==> src/hw/cafl_pkg.sv <==
// How it works
// - The pin carries the alarm level only while its select field holds 01b.
// - The input alarm compares each result with programmable high and low thresholds.
// - The supply alarm follows the 4.7 V and 5.3 V comparators, crossing either way.
// - Both alarms are enabled out of reset.
// - Separate disable bits suppress the input and the supply alarm.
// - Each alarm has active and tripped flags, all readable in the flag register.
// - A detected alarm sets its active and tripped flags together.
// - Active flags are rebuilt at each end of conversion.
// - Tripped flags hold until the flag register is read.
// - Flags change only at the end of a conversion, and tripped flags also when the flag register is read.
// - A frame opened by a low select gets the current flags.
// - The pin goes high for a supply or input alarm.
// - Selected flags may be appended to the output data word.
// - The high alarm sets above T and releases at T minus H minus 1 or below.
// - The low alarm sets below T and releases at T plus H plus 1 or above.
package cafl_pkg;
   localparam int unsigned RES_W = 18;
   localparam int unsigned HYS_W = 8;
   localparam int unsigned ADDR_W = 8;
   localparam int unsigned DATA_W = 32;
   localparam int unsigned FLAG_W = 6;
   localparam int unsigned SEL_W = 4;
   localparam int unsigned IRQ_W = 2;
   localparam int unsigned CMP_W = 20;

   // Register byte offsets
   localparam logic [ADDR_W-1:0] OFF_PIN_CTL = 8'h00;
   localparam logic [ADDR_W-1:0] OFF_RST_PWR = 8'h04;
   localparam logic [ADDR_W-1:0] OFF_HIGH_TH = 8'h08;
   localparam logic [ADDR_W-1:0] OFF_LOW_TH = 8'h0c;
   localparam logic [ADDR_W-1:0] OFF_HYST = 8'h10;
   localparam logic [ADDR_W-1:0] OFF_FMT_CTL = 8'h14;
   localparam logic [ADDR_W-1:0] OFF_FLAGS = 8'h18;
   localparam logic [ADDR_W-1:0] OFF_IRQ_STAT = 8'h1c;
   localparam logic [ADDR_W-1:0] OFF_IRQ_MASK = 8'h20;

   // Field positions
   localparam int unsigned PIN_SEL_LSB = 0;
   localparam logic [1:0] PIN_SEL_ALARM = 2'h1;
   localparam int unsigned RPC_IN_DIS_BIT = 0;
   localparam int unsigned RPC_SUP_DIS_BIT = 1;
   localparam int unsigned FMT_APPEND_BIT = 0;
   localparam int unsigned FMT_SEL_LSB = 1;
   localparam int unsigned FLG_IN_TRIP = 0;
   localparam int unsigned FLG_IN_ACT = 1;
   localparam int unsigned FLG_SUP_TRIP = 2;
   localparam int unsigned FLG_SUP_ACT = 3;
   localparam int unsigned FLG_IN_HIGH = 4;
   localparam int unsigned FLG_IN_LOW = 5;
   localparam int unsigned IRQ_IN_BIT = 0;
   localparam int unsigned IRQ_SUP_BIT = 1;

   // Reset values
   localparam logic [1:0] RST_PIN_SEL = 2'h0;
   localparam logic [1:0] RST_DIS = 2'h0;
   localparam logic [RES_W-1:0] RST_HIGH_TH = 18'h3_ffff;
   localparam logic [RES_W-1:0] RST_LOW_TH = 18'h0_0000;
   localparam logic [HYS_W-1:0] RST_HYST = 8'h00;
   localparam logic [SEL_W:0] RST_FMT = 5'h00;
   localparam logic [IRQ_W-1:0] RST_IRQ_MASK = 2'h0;

   function automatic logic [FLAG_W-1:0] cafl_pack_flags(input logic in_trip,
      input logic in_act,
      input logic sup_trip,
      input logic sup_act,
      input logic in_high,
      input logic in_low);
      logic [FLAG_W-1:0] f;
      f = '0;
      f[FLG_IN_TRIP] = in_trip;
      f[FLG_IN_ACT] = in_act;
      f[FLG_SUP_TRIP] = sup_trip;
      f[FLG_SUP_ACT] = sup_act;
      f[FLG_IN_HIGH] = in_high;
      f[FLG_IN_LOW] = in_low;
      return f;
   endfunction
endpackage

==> src/hw/cafl_top.sv <==
`timescale 1ns/1ps
module cafl_top import cafl_pkg::*; (
   input wire logic core_clk_in,
   input wire logic arst_n_in,
   input wire logic [ADDR_W-1:0] reg_addr_in,
   input wire logic [DATA_W-1:0] reg_wdata_in,
   input wire logic reg_wr_in,
   input wire logic reg_rd_in,
   output logic [DATA_W-1:0] reg_rdata_out,
   input wire logic conv_done_in,
   input wire logic [RES_W-1:0] conv_result_in,
   input wire logic supply_low_cmp_in,
   input wire logic supply_high_cmp_in,
   input wire logic conversion_start_select_n_in,
   output logic shared_alarm_output_pin_out,
   output logic shared_alarm_output_pin_oe_n_out,
   output logic [FLAG_W-1:0] frame_alarm_flags_out,
   output logic [RES_W+SEL_W-1:0] stream_data_out,
   output logic stream_valid_out,
   output logic irq_out
);
   ////////////////////////////////////////////////////////////////////////////////
   // Declarations
   logic [1:0] pin_sel_q;
   logic input_alarm_disable_q;
   logic supply_alarm_disable_q;
   logic [RES_W-1:0] high_th_q;
   logic [RES_W-1:0] low_th_q;
   logic [HYS_W-1:0] hyst_q;
   logic fmt_append_q;
   logic [SEL_W-1:0] fmt_sel_q;
   logic [IRQ_W-1:0] irq_stat_q;
   logic [IRQ_W-1:0] irq_mask_q;
   logic [DATA_W-1:0] rdata_q;

   logic in_act_q;
   logic in_trip_q;
   logic sup_act_q;
   logic sup_trip_q;
   logic in_high_q;
   logic in_low_q;

   logic cs_s1_q;
   logic cs_s2_q;
   logic cs_s3_q;
   logic sl_s1_q;
   logic sl_s2_q;
   logic sl_s3_q;
   logic sh_s1_q;
   logic sh_s2_q;
   logic sh_s3_q;
   logic sup_cross_q;

   logic [RES_W-1:0] result_q;
   logic eoc_q;
   logic [FLAG_W-1:0] frame_flags_q;
   logic [RES_W+SEL_W-1:0] stream_data_q;
   logic stream_valid_q;

   logic hc_high_next;
   logic hc_low_next;
   logic in_cond;
   logic sup_cond;
   logic sup_edge;
   logic frame_start;
   logic wr_pin;
   logic wr_rpc;
   logic wr_hth;
   logic wr_lth;
   logic wr_hys;
   logic wr_fmt;
   logic wr_istat;
   logic wr_imask;
   logic rd_flags;
   logic pin_is_alarm;
   logic [FLAG_W-1:0] flags_now;
   logic [SEL_W-1:0] stream_flags;
   logic [DATA_W-1:0] rdata_d;

   ////////////////////////////////////////////////////////////////////////////////
   // Register decode
   assign wr_pin = reg_wr_in && (reg_addr_in == OFF_PIN_CTL);
   assign wr_rpc = reg_wr_in && (reg_addr_in == OFF_RST_PWR);
   assign wr_hth = reg_wr_in && (reg_addr_in == OFF_HIGH_TH);
   assign wr_lth = reg_wr_in && (reg_addr_in == OFF_LOW_TH);
   assign wr_hys = reg_wr_in && (reg_addr_in == OFF_HYST);
   assign wr_fmt = reg_wr_in && (reg_addr_in == OFF_FMT_CTL);
   assign wr_istat = reg_wr_in && (reg_addr_in == OFF_IRQ_STAT);
   assign wr_imask = reg_wr_in && (reg_addr_in == OFF_IRQ_MASK);
   assign rd_flags = reg_rd_in && (reg_addr_in == OFF_FLAGS);

   always_ff @(posedge core_clk_in or negedge arst_n_in) begin
      if (!arst_n_in) begin
         pin_sel_q <= RST_PIN_SEL;
      end else if (wr_pin) begin
         pin_sel_q <= reg_wdata_in[PIN_SEL_LSB+:2];
      end
   end

   // Zero at reset: both alarms run
   always_ff @(posedge core_clk_in or negedge arst_n_in) begin
      if (!arst_n_in) begin
         input_alarm_disable_q <= RST_DIS[RPC_IN_DIS_BIT];
         supply_alarm_disable_q <= RST_DIS[RPC_SUP_DIS_BIT];
      end else if (wr_rpc) begin
         input_alarm_disable_q <= reg_wdata_in[RPC_IN_DIS_BIT];
         supply_alarm_disable_q <= reg_wdata_in[RPC_SUP_DIS_BIT];
      end
   end

   always_ff @(posedge core_clk_in or negedge arst_n_in) begin
      if (!arst_n_in) begin
         high_th_q <= RST_HIGH_TH;
         low_th_q <= RST_LOW_TH;
         hyst_q <= RST_HYST;
      end else begin
         if (wr_hth) begin
            high_th_q <= reg_wdata_in[RES_W-1:0];
         end
         if (wr_lth) begin
            low_th_q <= reg_wdata_in[RES_W-1:0];
         end
         if (wr_hys) begin
            hyst_q <= reg_wdata_in[HYS_W-1:0];
         end
      end
   end

   always_ff @(posedge core_clk_in or negedge arst_n_in) begin
      if (!arst_n_in) begin
         fmt_append_q <= RST_FMT[FMT_APPEND_BIT];
         fmt_sel_q <= RST_FMT[FMT_SEL_LSB+:SEL_W];
      end else if (wr_fmt) begin
         fmt_append_q <= reg_wdata_in[FMT_APPEND_BIT];
         fmt_sel_q <= reg_wdata_in[FMT_SEL_LSB+:SEL_W];
      end
   end

   always_ff @(posedge core_clk_in or negedge arst_n_in) begin
      if (!arst_n_in) begin
         irq_mask_q <= RST_IRQ_MASK;
      end else if (wr_imask) begin
         irq_mask_q <= reg_wdata_in[IRQ_W-1:0];
      end
   end

   ////////////////////////////////////////////////////////////////////////////////
   // Pin synchronisers
   // Asynchronous pins
   always_ff @(posedge core_clk_in or negedge arst_n_in) begin
      if (!arst_n_in) begin
         cs_s1_q <= 1'b1;
         cs_s2_q <= 1'b1;
         cs_s3_q <= 1'b1;
         sl_s1_q <= 1'b0;
         sl_s2_q <= 1'b0;
         sl_s3_q <= 1'b0;
         sh_s1_q <= 1'b0;
         sh_s2_q <= 1'b0;
         sh_s3_q <= 1'b0;
      end else begin
         cs_s1_q <= conversion_start_select_n_in;
         cs_s2_q <= cs_s1_q;
         cs_s3_q <= cs_s2_q;
         sl_s1_q <= supply_low_cmp_in;
         sl_s2_q <= sl_s1_q;
         sl_s3_q <= sl_s2_q;
         sh_s1_q <= supply_high_cmp_in;
         sh_s2_q <= sh_s1_q;
         sh_s3_q <= sh_s2_q;
      end
   end

   assign frame_start = cs_s3_q && !cs_s2_q;
   assign sup_edge = (sl_s2_q != sl_s3_q) || (sh_s2_q != sh_s3_q);

   // Glitch between conversions held for the next
   always_ff @(posedge core_clk_in or negedge arst_n_in) begin
      if (!arst_n_in) begin
         sup_cross_q <= 1'b0;
      end else if (sup_edge) begin
         sup_cross_q <= 1'b1;
      end else if (conv_done_in) begin
         sup_cross_q <= 1'b0;
      end
   end

   ////////////////////////////////////////////////////////////////////////////////
   // Alarm conditions
   cafl_hyst_cmp u_hyst (
      .core_clk_in(core_clk_in),
      .arst_n_in(arst_n_in),
      .update_in(conv_done_in),
      .result_in(conv_result_in),
      .high_th_in(high_th_q),
      .low_th_in(low_th_q),
      .hyst_in(hyst_q),
      .high_next_out(hc_high_next),
      .low_next_out(hc_low_next)
   );

   assign in_cond = (hc_high_next || hc_low_next) && !input_alarm_disable_q;
   assign sup_cond = (sl_s2_q || sh_s2_q || sup_cross_q) && !supply_alarm_disable_q;

   ////////////////////////////////////////////////////////////////////////////////
   // Flags
   // Rebuilt each conversion
   always_ff @(posedge core_clk_in or negedge arst_n_in) begin
      if (!arst_n_in) begin
         in_act_q <= 1'b0;
         sup_act_q <= 1'b0;
         in_high_q <= 1'b0;
         in_low_q <= 1'b0;
      end else if (conv_done_in) begin
         in_act_q <= in_cond;
         sup_act_q <= sup_cond;
         in_high_q <= hc_high_next && !input_alarm_disable_q;
         in_low_q <= hc_low_next && !input_alarm_disable_q;
      end
   end

   // Set wins over read clear
   always_ff @(posedge core_clk_in or negedge arst_n_in) begin
      if (!arst_n_in) begin
         in_trip_q <= 1'b0;
         sup_trip_q <= 1'b0;
      end else begin
         if (conv_done_in && in_cond) begin
            in_trip_q <= 1'b1;
         end else if (rd_flags) begin
            in_trip_q <= 1'b0;
         end
         if (conv_done_in && sup_cond) begin
            sup_trip_q <= 1'b1;
         end else if (rd_flags) begin
            sup_trip_q <= 1'b0;
         end
      end
   end

   assign flags_now = cafl_pack_flags(in_trip_q, in_act_q, sup_trip_q, sup_act_q,
                                      in_high_q, in_low_q);

   ////////////////////////////////////////////////////////////////////////////////
   // Frame snapshot and output stream
   always_ff @(posedge core_clk_in or negedge arst_n_in) begin
      if (!arst_n_in) begin
         frame_flags_q <= '0;
      end else if (frame_start) begin
         frame_flags_q <= flags_now;
      end
   end

   always_ff @(posedge core_clk_in or negedge arst_n_in) begin
      if (!arst_n_in) begin
         result_q <= '0;
         eoc_q <= 1'b0;
      end else begin
         eoc_q <= conv_done_in;
         if (conv_done_in) begin
            result_q <= conv_result_in;
         end
      end
   end

   // One cycle late to carry fresh flags
   assign stream_flags = fmt_append_q ? (flags_now[SEL_W-1:0] & fmt_sel_q) : '0;

   always_ff @(posedge core_clk_in or negedge arst_n_in) begin
      if (!arst_n_in) begin
         stream_data_q <= '0;
         stream_valid_q <= 1'b0;
      end else begin
         stream_valid_q <= eoc_q;
         if (eoc_q) begin
            stream_data_q <= {result_q, stream_flags};
         end
      end
   end

   ////////////////////////////////////////////////////////////////////////////////
   // Interrupt status
   always_ff @(posedge core_clk_in or negedge arst_n_in) begin
      if (!arst_n_in) begin
         irq_stat_q <= '0;
      end else begin
         for (int i = 0; i < IRQ_W; i++) begin
            if (conv_done_in && ((i == IRQ_IN_BIT) ? in_cond : sup_cond)) begin
               irq_stat_q[i] <= 1'b1;
            end else if (wr_istat && reg_wdata_in[i]) begin
               irq_stat_q[i] <= 1'b0;
            end
         end
      end
   end

   assign irq_out = |(irq_stat_q & irq_mask_q);

   ////////////////////////////////////////////////////////////////////////////////
   // Shared pin
   // Released in other functions
   assign pin_is_alarm = (pin_sel_q == PIN_SEL_ALARM);
   assign shared_alarm_output_pin_oe_n_out = !pin_is_alarm;
   assign shared_alarm_output_pin_out = pin_is_alarm && (in_act_q || sup_act_q);

   ////////////////////////////////////////////////////////////////////////////////
   // Read data
   always_comb begin
      rdata_d = '0;
      if (reg_addr_in == OFF_PIN_CTL) begin
         rdata_d[PIN_SEL_LSB+:2] = pin_sel_q;
      end else if (reg_addr_in == OFF_RST_PWR) begin
         rdata_d[RPC_IN_DIS_BIT] = input_alarm_disable_q;
         rdata_d[RPC_SUP_DIS_BIT] = supply_alarm_disable_q;
      end else if (reg_addr_in == OFF_HIGH_TH) begin
         rdata_d[RES_W-1:0] = high_th_q;
      end else if (reg_addr_in == OFF_LOW_TH) begin
         rdata_d[RES_W-1:0] = low_th_q;
      end else if (reg_addr_in == OFF_HYST) begin
         rdata_d[HYS_W-1:0] = hyst_q;
      end else if (reg_addr_in == OFF_FMT_CTL) begin
         rdata_d[FMT_APPEND_BIT] = fmt_append_q;
         rdata_d[FMT_SEL_LSB+:SEL_W] = fmt_sel_q;
      end else if (reg_addr_in == OFF_FLAGS) begin
         rdata_d[FLAG_W-1:0] = flags_now;
      end else if (reg_addr_in == OFF_IRQ_STAT) begin
         rdata_d[IRQ_W-1:0] = irq_stat_q;
      end else if (reg_addr_in == OFF_IRQ_MASK) begin
         rdata_d[IRQ_W-1:0] = irq_mask_q;
      end
   end

   always_ff @(posedge core_clk_in or negedge arst_n_in) begin
      if (!arst_n_in) begin
         rdata_q <= '0;
      end else if (reg_rd_in) begin
         rdata_q <= rdata_d;
      end else begin
         rdata_q <= '0;
      end
   end

   assign reg_rdata_out = rdata_q;
   assign frame_alarm_flags_out = frame_flags_q;
   assign stream_data_out = stream_data_q;
   assign stream_valid_out = stream_valid_q;
endmodule

==> src/hw/cafl_hyst_cmp.sv <==
`timescale 1ns/1ps
module cafl_hyst_cmp import cafl_pkg::*; (
   input wire logic core_clk_in,
   input wire logic arst_n_in,
   input wire logic update_in,
   input wire logic [RES_W-1:0] result_in,
   input wire logic [RES_W-1:0] high_th_in,
   input wire logic [RES_W-1:0] low_th_in,
   input wire logic [HYS_W-1:0] hyst_in,
   output logic high_next_out,
   output logic low_next_out
);
   logic high_q;
   logic low_q;
   logic [CMP_W-1:0] res_x;
   logic [CMP_W-1:0] res_hys;
   logic [CMP_W-1:0] hi_x;
   logic [CMP_W-1:0] lo_hys;

   // Widened so sums never wrap
   assign res_x = {2'b00, result_in};
   assign res_hys = res_x + {12'h000, hyst_in} + 20'h0_0001;
   assign hi_x = {2'b00, high_th_in};
   assign lo_hys = {2'b00, low_th_in} + {12'h000, hyst_in} + 20'h0_0001;

   always_comb begin
      high_next_out = high_q;
      if (res_x > hi_x) begin
         high_next_out = 1'b1;
      end else if (res_hys <= hi_x) begin
         high_next_out = 1'b0;
      end
      low_next_out = low_q;
      if (result_in < low_th_in) begin
         low_next_out = 1'b1;
      end else if (res_x >= lo_hys) begin
         low_next_out = 1'b0;
      end
   end

   always_ff @(posedge core_clk_in or negedge arst_n_in) begin
      if (!arst_n_in) begin
         high_q <= 1'b0;
         low_q <= 1'b0;
      end else if (update_in) begin
         high_q <= high_next_out;
         low_q <= low_next_out;
      end
   end
endmodule

==> config.mk <==
export PLATFORM = sky130hd
export DESIGN_NAME = cafl_top
export DESIGN_NICKNAME = d
export VERILOG_FILES = /design/src/hw/cafl_pkg.sv /design/src/hw/cafl_top.sv /design/src/hw/cafl_hyst_cmp.sv
export SDC_FILE = /design/constraint.sdc
export NUM_CORES = 1
export LEC_CHECK = 0
export BUFFER_PORTS_ARGS = -buffer_cell sky130_fd_sc_hd__buf_2
export CORE_UTILIZATION = 50
export CTS_BUF_LIST = sky130_fd_sc_hd__clkbuf_8
export CTS_CLUSTER_SIZE = 8
export DETAILED_ROUTE_END_ITERATION = 6
export GPL_TIMING_DRIVEN = 1
export PLACE_DENSITY = 0.78
export SLEW_MARGIN = 20
export SYNTH_ARGS = -nofsm -noshare
export SYNTH_HDL_FRONTEND = slang
export SYNTH_SLANG_ARGS = --single-unit
==> constraint.sdc <==
create_clock -name core_clk_in -period 6.7 [get_ports core_clk_in]
set_input_delay 0.335 -clock core_clk_in [delete_from_list [all_inputs] [get_ports core_clk_in]]
set_output_delay 0.335 -clock core_clk_in [all_outputs]
set_load 0.02 [all_outputs]
==> summary.txt, run 1 <==
Run status
  • Status: finished clean

Pwr
  • Pwr per Cell Area: ~200 nW/um^2
  • Leakage: 4.58 nW
  • Peak VDD IR: 130 uV

Placed design
  • Number of port buffers: approximately 100
  • Final HPWL DP: 17,400 um
  • Final Wtd Congestion: 0.943

Job
  • MaxCap Viol Count: 0

Hold path
  • Hold WC Path Type: in -> reg
  • Hold endpoint: low_th_q[14]
  • Hold Crit Depth: 2
  • Min-delay src: reg_wdata_in[14]

Detailed routing
  • WL/cell: 18.2 um
  • Initial DRC count: between 400 and 500
  • M1 WL: 9850 um
  • Routed Antenna Nets: 0
  • Met2 WL: 10,900 um
  • Via-to-Cell Ratio: 5.97
  • Drt first pass iters: 5
  • Max Used Layer: met4
  • DRC viols: 0
  • Routed WL: 22,800 um
  • DR WL met3: 1390 um
  • Vias post-DR: 7,477

Global route
  • Vias in the first global route: 7,137
  • First-pass GRT wire length: 37,000 um
  • GRT Util Overall: 24.5%
  • Largest net degree at the start of global routing: 84
  • GRT Residual Overflow: 0
  • Initial antenna violation count: 0

Layout
  • Final core occ: 57.5%
  • ANT cells: 0
  • Share of layout cells above drive strength 1: a little over a quarter
  • Multi-input logic area: 5290 sq um
  • Nets: 1,167
  • Synth-to-Final Area Change: 12.1%
  • Fillers: 1,583
  • Register area: 3550 sq um

Die
  • Initial core utilization: 51.3%
  • Row cnt: 49
  • I/O pin count: 130
  • DIE WIDTH: 138 um
  • Core area: 18,000 sq um
  • DIE HEIGHT: 138 um
  • Die Area: around 19,000 sq um

Setup path
  • Critical path data arrival time: 5.91 ns
  • Critical path endpoint category: register
  • Reg2Reg Setup Slack: 1.13 ns
  • WS Path Type: reg -> reg
  • Maximum fanout along the worst path: 5
  • R2r endpoint: in_act_q
  • Crit path required time: between 7 and 8 ns
  • Startpoint types: register
  • Worst r2r src: hyst_q[0]
  • R2r worst-path depth: 20

Logic synthesis
  • Sequential area share after synthesis: 38.4%
  • Number of register bits inferred by synthesis: around 140
  • Yosys Warn Count: 0
  • Synth Flop Type: dfrtp_1
  • Synthesized instance count: about 900
  • Syn Std Cell Area: 9250 sq um
  • EDFF count, synth: 0
  • Post-synthesis area per instance: 10.2 sq um
  • Asr flop ratio synth: 100%
  • Netlist cell types: 77

Clock network
  • Setup repair bufs after CTS: 0
  • Root buf cell: clkbuf_8
  • CTS resizes: 0
  • Clk sinks: 141
  • Worst-path clk slew: 0.10 ns
  • Htree depth: 4
  • CTS tree: built
  • Clk_lat worst skew: approximately 0.48 ns
  • Num CTS Buffers: 17
  • CTS max path bufs: 2

STA
  • Crit share post-route: 83.2%
  • Count of final hold-check violations: 0
  • Clk_skew: 0.0149 ns
  • Slew headroom: 30.7%
  • Unrepaired setup endpoints after global routing: false
  • TNS Setup: 0 ns
  • Slew @ Worst Pin: 1.04 ns
  • # setup viols final: 0
  • Slew Viols, Final: 0
  • Max Fclk: 179 MHz
  • Fin crit period: 5.57 ns
==> layout make-up <==
type | instances | area share [%]
Clock buffer | 17 | 2.26
Timing Repair Buffer | 108 | 5.54
Multi-Input combinational cell | 683 | 51.0
Sequential cell | 141 | 34.3
Tap cell | 229 | 2.76
Inverter | 59 | 2.27
Clock inverter | 15 | 1.91
==> stage by stage <==
| stage | setup slack, ns | cell area, sq um | instances | hold WS, ns | power [mW] |
|---|---|---|---|---|---|
| global placement | 1.31 | 9900 | 1216 | 0.331 | 1.35 |
| global route | 0.771 | 10400 | 1252 | 0.0976 | 2.18 |
| finish | 1.13 | 10400 | 1252 | 0.110 | 2.08 |
| CTS | 1.17 | 10400 | 1252 | 0.0871 | 2.10 |
| floorplan | 1.99 | 9300 | 923 | 0.0394 | 1.23 |
| detailed placement | 1.14 | 9900 | 1216 | 0.335 | 1.36 |
==> worst max-delay path by stage <==
stage                                  from         to
after global placement    conv_result_in[0]   in_act_q
final                             hyst_q[0]   in_act_q
after global routing              hyst_q[0]   in_act_q
after floorplan                 low_th_q[0]   in_act_q
after detailed placement  conv_result_in[0]  in_trip_q
after CTS                         hyst_q[0]   in_act_q
==> state kept, by name, indices dropped and copies added, names as in the netlist, 2 cells and up <==
register / count
fmt_sel_q: 4
irq_stat_q: 2
pin_sel_q: 2
reg_rdata_out: 18
irq_mask_q: 2
result_q: 18
stream_data_out: 22
frame_alarm_flags_out: 6
high_th_q: 18
hyst_q: 8
low_th_q: 18
==> synth_stat cells, types with 5 or more instances <==
library cell | instances | area [sq um]
dfrtp_1 | 120 | 3000
mux2_2 | 96 | 1080
ha_1 | 89 | 1110
inv_1 | 58 | 218
nand2_1 | 56 | 210
nor2_1 | 56 | 210
a21oi_1 | 48 | 240
nor3_1 | 28 | 140
xnor2_1 | 28 | 245
nand4_1 | 25 | 156
nand3_1 | 24 | 120
o21ai_0 | 22 | 110
dfstp_2 | 21 | 552
a22oi_1 | 20 | 150
clkbuf_1 | 20 | 75.1
xor2_1 | 15 | 131
a21o_1 | 14 | 105
buf_4 | 14 | 105
nand2b_1 | 13 | 81.3
o21a_1 | 11 | 82.6
nor2b_1 | 7 | 43.8
a2111oi_0 | 6 | 52.6
a211oi_1 | 6 | 45.0
a31oi_1 | 6 | 37.5
o211ai_1 | 6 | 45.0
or3_1 | 6 | 37.5
a222oi_1 | 5 | 50.1
o2111ai_1 | 5 | 43.8
==> power breakdown <==
part | switching (mW) | internal (mW)
Sequential | 0.0457 | 0.911
Combinational | 0.233 | 0.161
Clock | 0.409 | 0.323
==> layout by cell type (no fill, tap or decap), drive strengths merged, types with 15 or more instances in the layout <==
cell,instances
xor2,15
nor3,29
a22oi,20
a21o,16
mux2,96
nand2,56
buf,104
inv,66
nand4,26
a21oi,49
dfrtp,120
nor2,57
ha,89
xnor2,28
nand3,24
dfstp,21
o21ai,26
clkbuf,17
==> kinds of logic (layout without fill, tap and decap cells) <==
family | Yosys count | count (layout) | synth area share, %
mux | 97 | 97 | 11.8
flops | 141 | 141 | 38.4
buf+inv | 99 | 199 | 4.98
fa+ha+maj | 91 | 91 | 12.5
xor+xnor | 43 | 43 | 4.07
other cells | 1 | 14 | 0.0405
simple gates | 241 | 241 | 13.0
compound gates | 197 | 197 | 15.2
==> critical path: stages (launching register included) <==
cell and delay (ns):
dfrtp_1 0.44, ha_1 0.23, inv_1 0.07, fa_1 0.40
nor2b_1 0.24, o21a_1 0.17, or3_1 0.16, nand3_1 0.15
nor4_1 0.49, nand2b_1 0.24, o311ai_0 0.34, o2111ai_1 0.18
ha_1 0.32, a2111oi_0 0.36, o21a_1 0.20, o22ai_1 0.09
a2111oi_0 0.37, o22a_1 0.22, o221ai_1 0.12, a21oi_1 0.47
o211ai_1 0.18
==> layer usage <==
metal  global-route usage, %  vias up
met3                    4.64       47
met4                    9.83        0
met1                    31.9     3628
met5                       0        -
met2                    40.1      286
li1                        -     3516
==> repair_timing <==
item | 4_1_cts | 5_1_grt
hold buffers | 4 | 0
endpoints found under the setup margin | 0 | 0
endpoints found under the hold margin | 81 | 0
No activity file was read; power rests on OpenSTA's default activity.
==> run 2, diff against run 1 <==
--- a/config.mk
+++ b/config.mk
@@ -11,7 +11,7 @@
 export CTS_CLUSTER_SIZE = 8
 export DETAILED_ROUTE_END_ITERATION = 6
 export GPL_TIMING_DRIVEN = 1
-export PLACE_DENSITY = 0.78
+export PLACE_DENSITY = 0.81
 export SLEW_MARGIN = 20
 export SYNTH_ARGS = -nofsm -noshare
 export SYNTH_HDL_FRONTEND = slang
==> constraint.sdc (replaced) <==
create_clock -name core_clk_in -period 4.5 [get_ports core_clk_in]
set_input_delay 0.225 -clock core_clk_in [delete_from_list [all_inputs] [get_ports core_clk_in]]
set_output_delay 0.225 -clock core_clk_in [all_outputs]
set_load 0.02 [all_outputs]
==> run 2 against run 1 <==
  * The flow now finishes with violations (DRC, setup timing)
  * Critical path depth is 3 higher
  * Clock power is 54% higher
  * Largest cell class unchanged
  * First-iteration DRC count up 79%
  * Clock skew is 0.0048 ns higher
  * Final area rose by 12%
  * Global-route usage up 2.4 points
  * Sequential cell count stayed put
  * Die area did not move
==> summary.txt, run 2 (same netlist as run 1, synthesis figures left out) <==
STA
  • Slew Viols, Final: 0 (unchanged)
  • Clk_skew: 0.0197 ns (+0.00480 ns)
  • TNS Setup: -1.15 ns (-1.15 ns)
  • Max Fclk: 212 MHz (+18%)
  • Fin crit period: 4.72 ns (-0.850 ns)
  • Fin Hold WS: 0.0204 ns (-0.0898 ns)
  • Slew @ Worst Pin: 0.961 ns (-0.0777 ns)
  • # setup viols final: 7 (+7)
  • Crit path setup slack, layout: -0.224 ns (-1.35 ns)
  • Slew headroom: 35.8% (+5.0 points)
  • Unrepaired setup endpoints after global routing: true
  • Crit share post-route: 105% (+22 points)
  • Count of final hold-check violations: 0 (unchanged)

Setup path
  • Reg2Reg Setup Slack: -0.22 ns (-1.35 ns)
  • Worst r2r src: hyst_q[0]
  • Critical path data arrival time: 5.09 ns (-0.82 ns)
  • Maximum fanout along the worst path: 5 (unchanged)
  • Startpoint types: register
  • Critical path endpoint category: register
  • Crit path required time: 4.87 ns (-2.17 ns)
  • R2r worst-path depth: 23 (+15%)
  • WS Path Type: reg -> reg
  • R2r endpoint: in_trip_q

Global route
  • Initial antenna violation count: 0 (unchanged)
  • Vias in the first global route: 7,976 (+12%)
  • GRT Residual Overflow: 0 (unchanged)
  • First-pass GRT wire length: 40,500 um (+9.5%)
  • Largest net degree at the start of global routing: 97 (+15%)
  • GRT Util Overall: 26.9% (+2.4 points)

Clock network
  • Root buf cell: clkbuf_8
  • CTS tree: built
  • Clk_lat worst skew: 0.50 ns (+0.02 ns)
  • Num CTS Buffers: 17 (unchanged)
  • CTS max path bufs: 2 (unchanged)
  • Htree depth: 4 (unchanged)
  • Clk sinks: 141 (unchanged)
  • Worst-path clk slew: 0.11 ns (about the same)

Detailed routing
  • Drt first pass iters: 7 (+2)
  • Met2 WL: 12,200 um (+12%)
  • Max Used Layer: met4
  • Via-to-Cell Ratio: 5.96 (-0.13%)
  • DR WL met3: 1690 um (+22%)
  • Initial DRC count: 865 (+79%)
  • Vias post-DR: 8,183 (+9.4%)
  • Routed WL: 25,700 um (+13%)
  • WL/cell: 18.8 um (+3.2%)
  • DRC viols: 3 (+3)
  • Routed Antenna Nets: 0 (unchanged)
  • M1 WL: 11,200 um (+14%)

Pwr
  • Pwr per Cell Area: 281 nW/um^2 (+40%)
  • Leakage: 5.24 nW (+14%)
  • Peak VDD IR: 206 uV (+59%)

Hold path
  • Hold Crit Depth: 2 (unchanged)
  • Hold WC Path Type: in -> reg
  • Min-delay src: reg_rd_in
  • Hold endpoint: reg_rdata_out[1]

Placed design
  • Final HPWL DP: 18,600 um (+6.9%)
  • Final Wtd Congestion: 0.958 (+1.5%)
  • Number of port buffers: 101 (unchanged)
  • Worst slack at placement: -0.292 ns (-1.43 ns)
  • Placed cell areas: 10,500 sq um (+6.5%)

Layout
  • Most frequent cells in the layout: dfrtp_1, buf_4, buf_2
  • Largest register FFs: 22 (unchanged)
  • Final core occ: 64.4% (+6.9 points)
  • Final Cell Area: 11,600 sq um (+12%)
  • Leading cell type in the layout, fill and taps excluded: dfrtp_1
  • ANT cells: 0 (unchanged)
  • Synth-to-Final Area Change: 25.5%
  • Nets: 1,287 (+10%)
  • Share of layout cells above drive strength 1: 37.0% (+10 points)

Die
  • Initial core utilization: 51.3% (unchanged)
  • I/O pin count: 130 (unchanged)
  • Core area: 18,000 sq um (unchanged)
  • DIE WIDTH: 138 um (unchanged)
  • Row cnt: 49 (unchanged)
  • Die Area: 19,100 sq um (unchanged)
  • DIE HEIGHT: 138 um (unchanged)

Job
  • MaxCap Viol Count: 0 (unchanged)

Run status
  • Failing checks: DRC, setup timing
  • Status: finished, violations left
## run 2: cell types whose count changed in the layout (fill, tap and decap cells not counted), sizes merged
cell / delta
bufinv: +1
dlygate4sd3: +13
buf: +107
clkinvlp: -2
inv: +2
clkinv: -1
## run 2: worst max-delay path, cell delays in order, from the launching register on
cell and delay [ns]:
dfrtp_1 0.41, buf_4 0.15, ha_4 0.16, inv_2 0.06, fa_2 0.23, nor2b_4 0.06, o31ai_4 0.27, a21oi_2 0.10
nand3b_1 0.22, nor4_2 0.31, buf_4 0.18, nand2b_4 0.06, or4_4 0.43, o2111ai_2 0.11, ha_1 0.30, a2111oi_2 0.32
o21a_1 0.22, o22ai_2 0.10, a2111oi_2 0.21, o22a_1 0.20, o221ai_2 0.11, a21oi_2 0.13, buf_6 0.14, o211ai_1 0.11
## run 2: per-stage QoR
step / power, mW / std cells
finish: 3.26 / 1372
global route: 3.41 / 1372
CTS: 3.25 / 1361
detailed placement: 2.09 / 1298
global placement: 2.06 / 1298
floorplan: 1.83 / 923
## run 2: timing repair
item	CTS	global route
pin swaps	32	14
resized for setup	31	23
endpoints found under the setup margin	7	7
hold buffers	17	0
hold endpoints to repair	116	0
buffers inserted	14	11
cloned	0	0
## run 2: where the power goes
part | total (mW) | switching [mW] | internal [mW]
Combinational | 0.711 | 0.393 | 0.318
Clock | 1.13 | 0.608 | 0.525
Sequential | 1.42 | 0.0641 | 1.36
Total | 3.26 | 1.07 | 2.20
## run 2: cell type report
cell class / instances / area, sq um
fillers: 1428 / 6420
multi-input cells: 683 / 5580
flip-flops and latches: 141 / 3560
repair buffers: 228 / 1520
well taps: 229 / 287
inverters: 59 / 235
clock buffers: 17 / 234
clock inverters: 15 / 193
## run 2: worst max-delay path by stage
stage                     end  cells after the start         startpoint
floorplan            in_act_q                     20          hyst_q[0]
global placement    in_trip_q                     23  conv_result_in[0]
detailed placement   in_act_q                     22  conv_result_in[0]
CTS                 in_trip_q                     20          hyst_q[0]
global route        in_trip_q                     22          hyst_q[0]
finish              in_trip_q                     23          hyst_q[0]
## run 2: routing by layer
layer / GRT usage, % / up-vias
met5: 0 / -
met4: 10.2 / 0
met3: 4.19 / 78
met2: 44.1 / 369
met1: 35.8 / 3980
li1: - / 3756
==> run 3, diff against run 2 <==
--- a/config.mk
+++ b/config.mk
@@ -5,7 +5,8 @@
 export SDC_FILE = /design/constraint.sdc
 export NUM_CORES = 1
 export LEC_CHECK = 0
-export BUFFER_PORTS_ARGS = -buffer_cell sky130_fd_sc_hd__buf_2
+export ABC_AREA = 1
+export BUFFER_PORTS_ARGS = -buffer_cell sky130_fd_sc_hd__clkbuf_2
 export CORE_UTILIZATION = 50
 export CTS_BUF_LIST = sky130_fd_sc_hd__clkbuf_8
 export CTS_CLUSTER_SIZE = 8
==> run 3 against run 2 <==
  * The run now ends clean
  * Via count up 5.9%
  * Routed wire length down 3.5%
  * Clock skew down 0.0097 ns
  * Clock-buffer cell count up 2
  * Critical path depth up 4
  * Sequential share of layout area up 1.7 points
  * Setup slack better by 0.53 ns
  * Total power down 7.4%
  * Sequential power about the same
  * Core utilization down 6.0 points
  * Synthesized area up 4.2%
  * Register-to-register slack better by 0.53 ns
  * Critical path type unchanged
  * Critical endpoint unchanged
  * Largest cell class unchanged
==> summary.txt, run 3 <==
Global route
  • GRT Util Overall: 26.3% (-0.60 points)
  • Largest net degree at the start of global routing: 100 (+3.1%)
  • First-pass GRT wire length: 40,400 um (-0.26%)
  • Initial antenna violation count: 0 (unchanged)
  • GRT Residual Overflow: 0 (unchanged)
  • Vias in the first global route: 8,286 (+3.9%)

Layout
  • Final core occ: 58.4% (-6.0 points)
  • Most frequent cells in the layout: nand2_1, inv_1, dfrtp_1
  • Fillers: 1,729 (+21%)
  • Nets: 1,544 (+20%)
  • Largest register FFs: 22 (unchanged)
  • Register area: 3550 sq um (about the same)
  • Final Cell Area: 11,000 sq um (-5.3%)
  • Leading cell type in the layout, fill and taps excluded: nand2_1
  • Multi-input logic area: 5290 sq um (-5.3%)
  • ANT cells: 0 (unchanged)
  • Share of layout cells above drive strength 1: 16.2% (-21 points)
  • Synth-to-Final Area Change: 14.0%

Placed design
  • Placed cell areas: 10,400 sq um (-1.5%)
  • Number of port buffers: 101 (unchanged)
  • Final Wtd Congestion: 0.940 (-1.8%)
  • Final HPWL DP: 19,400 um (+4.2%)
  • Worst slack at placement: 0.189 ns (+0.481 ns)

Logic synthesis
  • Top post-synthesis cells by area: dfrtp_1, nand2_1, ha_1, inv_1, dfstp_2
  • Count leader, synth: nand2_1
  • Asr flop ratio synth: 100% (unchanged)
  • Sequential area share after synthesis: 36.9% (-1.6 points)
  • Synth Flop Type: dfrtp_1
  • Post-synthesis area per instance: 7.63 sq um (-25%)
  • Synthesized instance count: 1,263 (+39%)
  • Top cells by count, synth: nand2_1, inv_1, dfrtp_1
  • Number of register bits inferred by synthesis: 141 (unchanged)
  • Yosys Warn Count: 0 (unchanged)
  • Netlist cell types: 48 (-38%)
  • Syn Std Cell Area: 9640 sq um (+4.2%)
  • Post-synth top area cell: dfrtp_1
  • EDFF count, synth: 0 (unchanged)
  • Yosys top cell area share: 31.1% (-1.3 points)

Detailed routing
  • WL/cell: 15.0 um (-20%)
  • Routed WL: 24,800 um (-3.5%)
  • Routed Antenna Nets: 0 (unchanged)
  • Via-to-Cell Ratio: 5.22 (-12%)
  • DRC viols: 0 (-3)
  • Vias post-DR: 8,664 (+5.9%)
  • Drt first pass iters: 5 (-2)
  • Initial DRC count: 741 (-14%)

STA
  • Count of final hold-check violations: 0 (unchanged)
  • # setup viols final: 0 (-7)
  • Slew headroom: 27.5% (-8.3 points)
  • Crit path setup slack, layout: 0.310 ns (+0.534 ns)
  • Slew Viols, Final: 0 (unchanged)
  • Clk_skew: 0.0100 ns (-0.00969 ns)
  • Slew @ Worst Pin: 1.09 ns (+0.124 ns)
  • Unrepaired setup endpoints after global routing: false
  • Crit share post-route: 93.1% (-12 points)
  • TNS Setup: 0 ns (+1.15 ns)
  • Fin crit period: 4.19 ns (-0.534 ns)
  • Max Fclk: 239 MHz (+13%)

Die
  • Core area: 18,800 sq um (+4.5%)
  • Initial core utilization: 51.2% (-0.12 points)
  • DIE WIDTH: 141 um (+2.1%)
  • Row cnt: 50 (+2.0%)
  • DIE HEIGHT: 141 um (+2.1%)
  • I/O pin count: 130 (unchanged)
  • Die Area: 19,800 sq um (+4.2%)

Run status
  • Status: finished clean

Clock network
  • Clk_lat worst skew: 0.48 ns (-0.02 ns)
  • Num CTS Buffers: 17 (unchanged)
  • Htree depth: 4 (unchanged)
  • Clk sinks: 141 (unchanged)
  • Root buf cell: clkbuf_8
  • CTS tree: built
  • Worst-path clk slew: 0.09 ns (-0.02 ns)
  • CTS max path bufs: 2 (unchanged)

Hold path
  • Hold WC Path Type: in -> reg

Setup path
  • Startpoint types: register
  • WS Path Type: reg -> reg
  • Critical path endpoint category: register
  • Maximum fanout along the worst path: 4 (-1)
  • Crit path required time: 4.86 ns (about the same)
  • Critical path data arrival time: 4.55 ns (-0.54 ns)

Pwr
  • Leakage: 5.53 nW (+5.6%)
  • Peak VDD IR: 180 uV (-13%)
  • Pwr per Cell Area: 275 nW/um^2 (-2.2%)

Job
  • MaxCap Viol Count: 0 (unchanged)
-- run 3: worst max-delay path: stages, from the launching register on --
cell and delay, ns:
dfrtp_1 0.45, ha_4 0.19, inv_1 0.05, fa_1 0.48, inv_1 0.08, ha_1 0.18
inv_1 0.06, nor2_1 0.10, nand3_1 0.11, nor2_1 0.11, nand2_1 0.10, nor2_2 0.14
nand3_2 0.12, nor3_2 0.21, nand4_1 0.14, xor2_1 0.17, inv_1 0.06, ha_1 0.27
nand2_1 0.09, inv_1 0.06, a221oi_1 0.27, nand2_1 0.08, nand2_1 0.06, nand3_1 0.08
nand2_1 0.06, nand2_1 0.12, nand3_2 0.13, nand3_1 0.09
-- run 3: area by class of cell --
cell class	instances	share of cell area, %
Multi-Input combinational cell	914	48.1
Sequential cell	141	32.4
Timing Repair Buffer	124	6.62
Inverter	189	6.46
Tap cell	260	2.96
Clock buffer	19	2.38
Clock inverter	13	1.12
-- run 3: cells by family (layout without fill, tap and decap cells) --
logic type | after synthesis | count (layout) | share of synthesized area [%]
AO/OA/AOI/OAI | 188 | 188 | 10.6
other | 1 | 14 | 0.0389
adder cells (fa/ha/maj) | 91 | 91 | 12.0
flip-flops | 141 | 141 | 36.9
AND/OR/NAND/NOR | 564 | 564 | 25.6
multiplexers | 19 | 19 | 2.22
XOR/XNOR | 38 | 38 | 3.61
buffers and inverters | 221 | 345 | 9.15
-- run 3: final timing paths --
path | slack [ns] | startpoint | depth (start not counted) | endpoint
worst max-delay path | 0.31 | hyst_q[0] | 27 | in_trip_q
worst min-delay path | 0.03 | reg_wdata_in[3] | 3 | high_th_q[3]
worst max register to register | 0.31 | hyst_q[0] | 27 | in_trip_q
worst min register to register | 0.36 | sh_s1_q | 0 | sh_s2_q
max in group asynchronous | 3.03 | arst_n_in | 3 | high_th_q[13]
min in group asynchronous | 0.38 | arst_n_in | 2 | reg_rdata_out[0]
-- run 3: where the power goes --
group | switching (mW) | leakage, nW | internal [mW]
clock network | 0.571 | 0.193 | 0.433
logic | 0.383 | 3.59 | 0.221
registers | 0.0629 | 1.75 | 1.35
total | 1.02 | 5.53 | 2.01
-- run 3: metal layers --
layer,vias to the layer above,routed length [um],track usage [%]
met1,4007,11200,34.8
li1,4309,-,-
met4,0,689,10.2
met3,51,1550,5.26
met2,297,11400,42.4
met5,-,0,0
-- run 3: stage by stage --
step | power, mW | std cells | hold slack, ns
2_1_floorplan | 1.82 | 1276 | -0.0706
5_1_grt | 3.19 | 1660 | 0.0450
6_report | 3.02 | 1660 | 0.0320
3_3_place_gp | 1.99 | 1608 | 0.314
4_1_cts | 3.03 | 1657 | 0.0225
3_5_place_dp | 2.02 | 1608 | 0.319
-- run 3: what timing repair did --
item / in CTS / in global routing
hold buffers: 17 / 0
buffers inserted: 0 / 3
setup endpoints to repair: 0 / 6
hold endpoints to repair: 112 / 0
resized for setup: 0 / 7
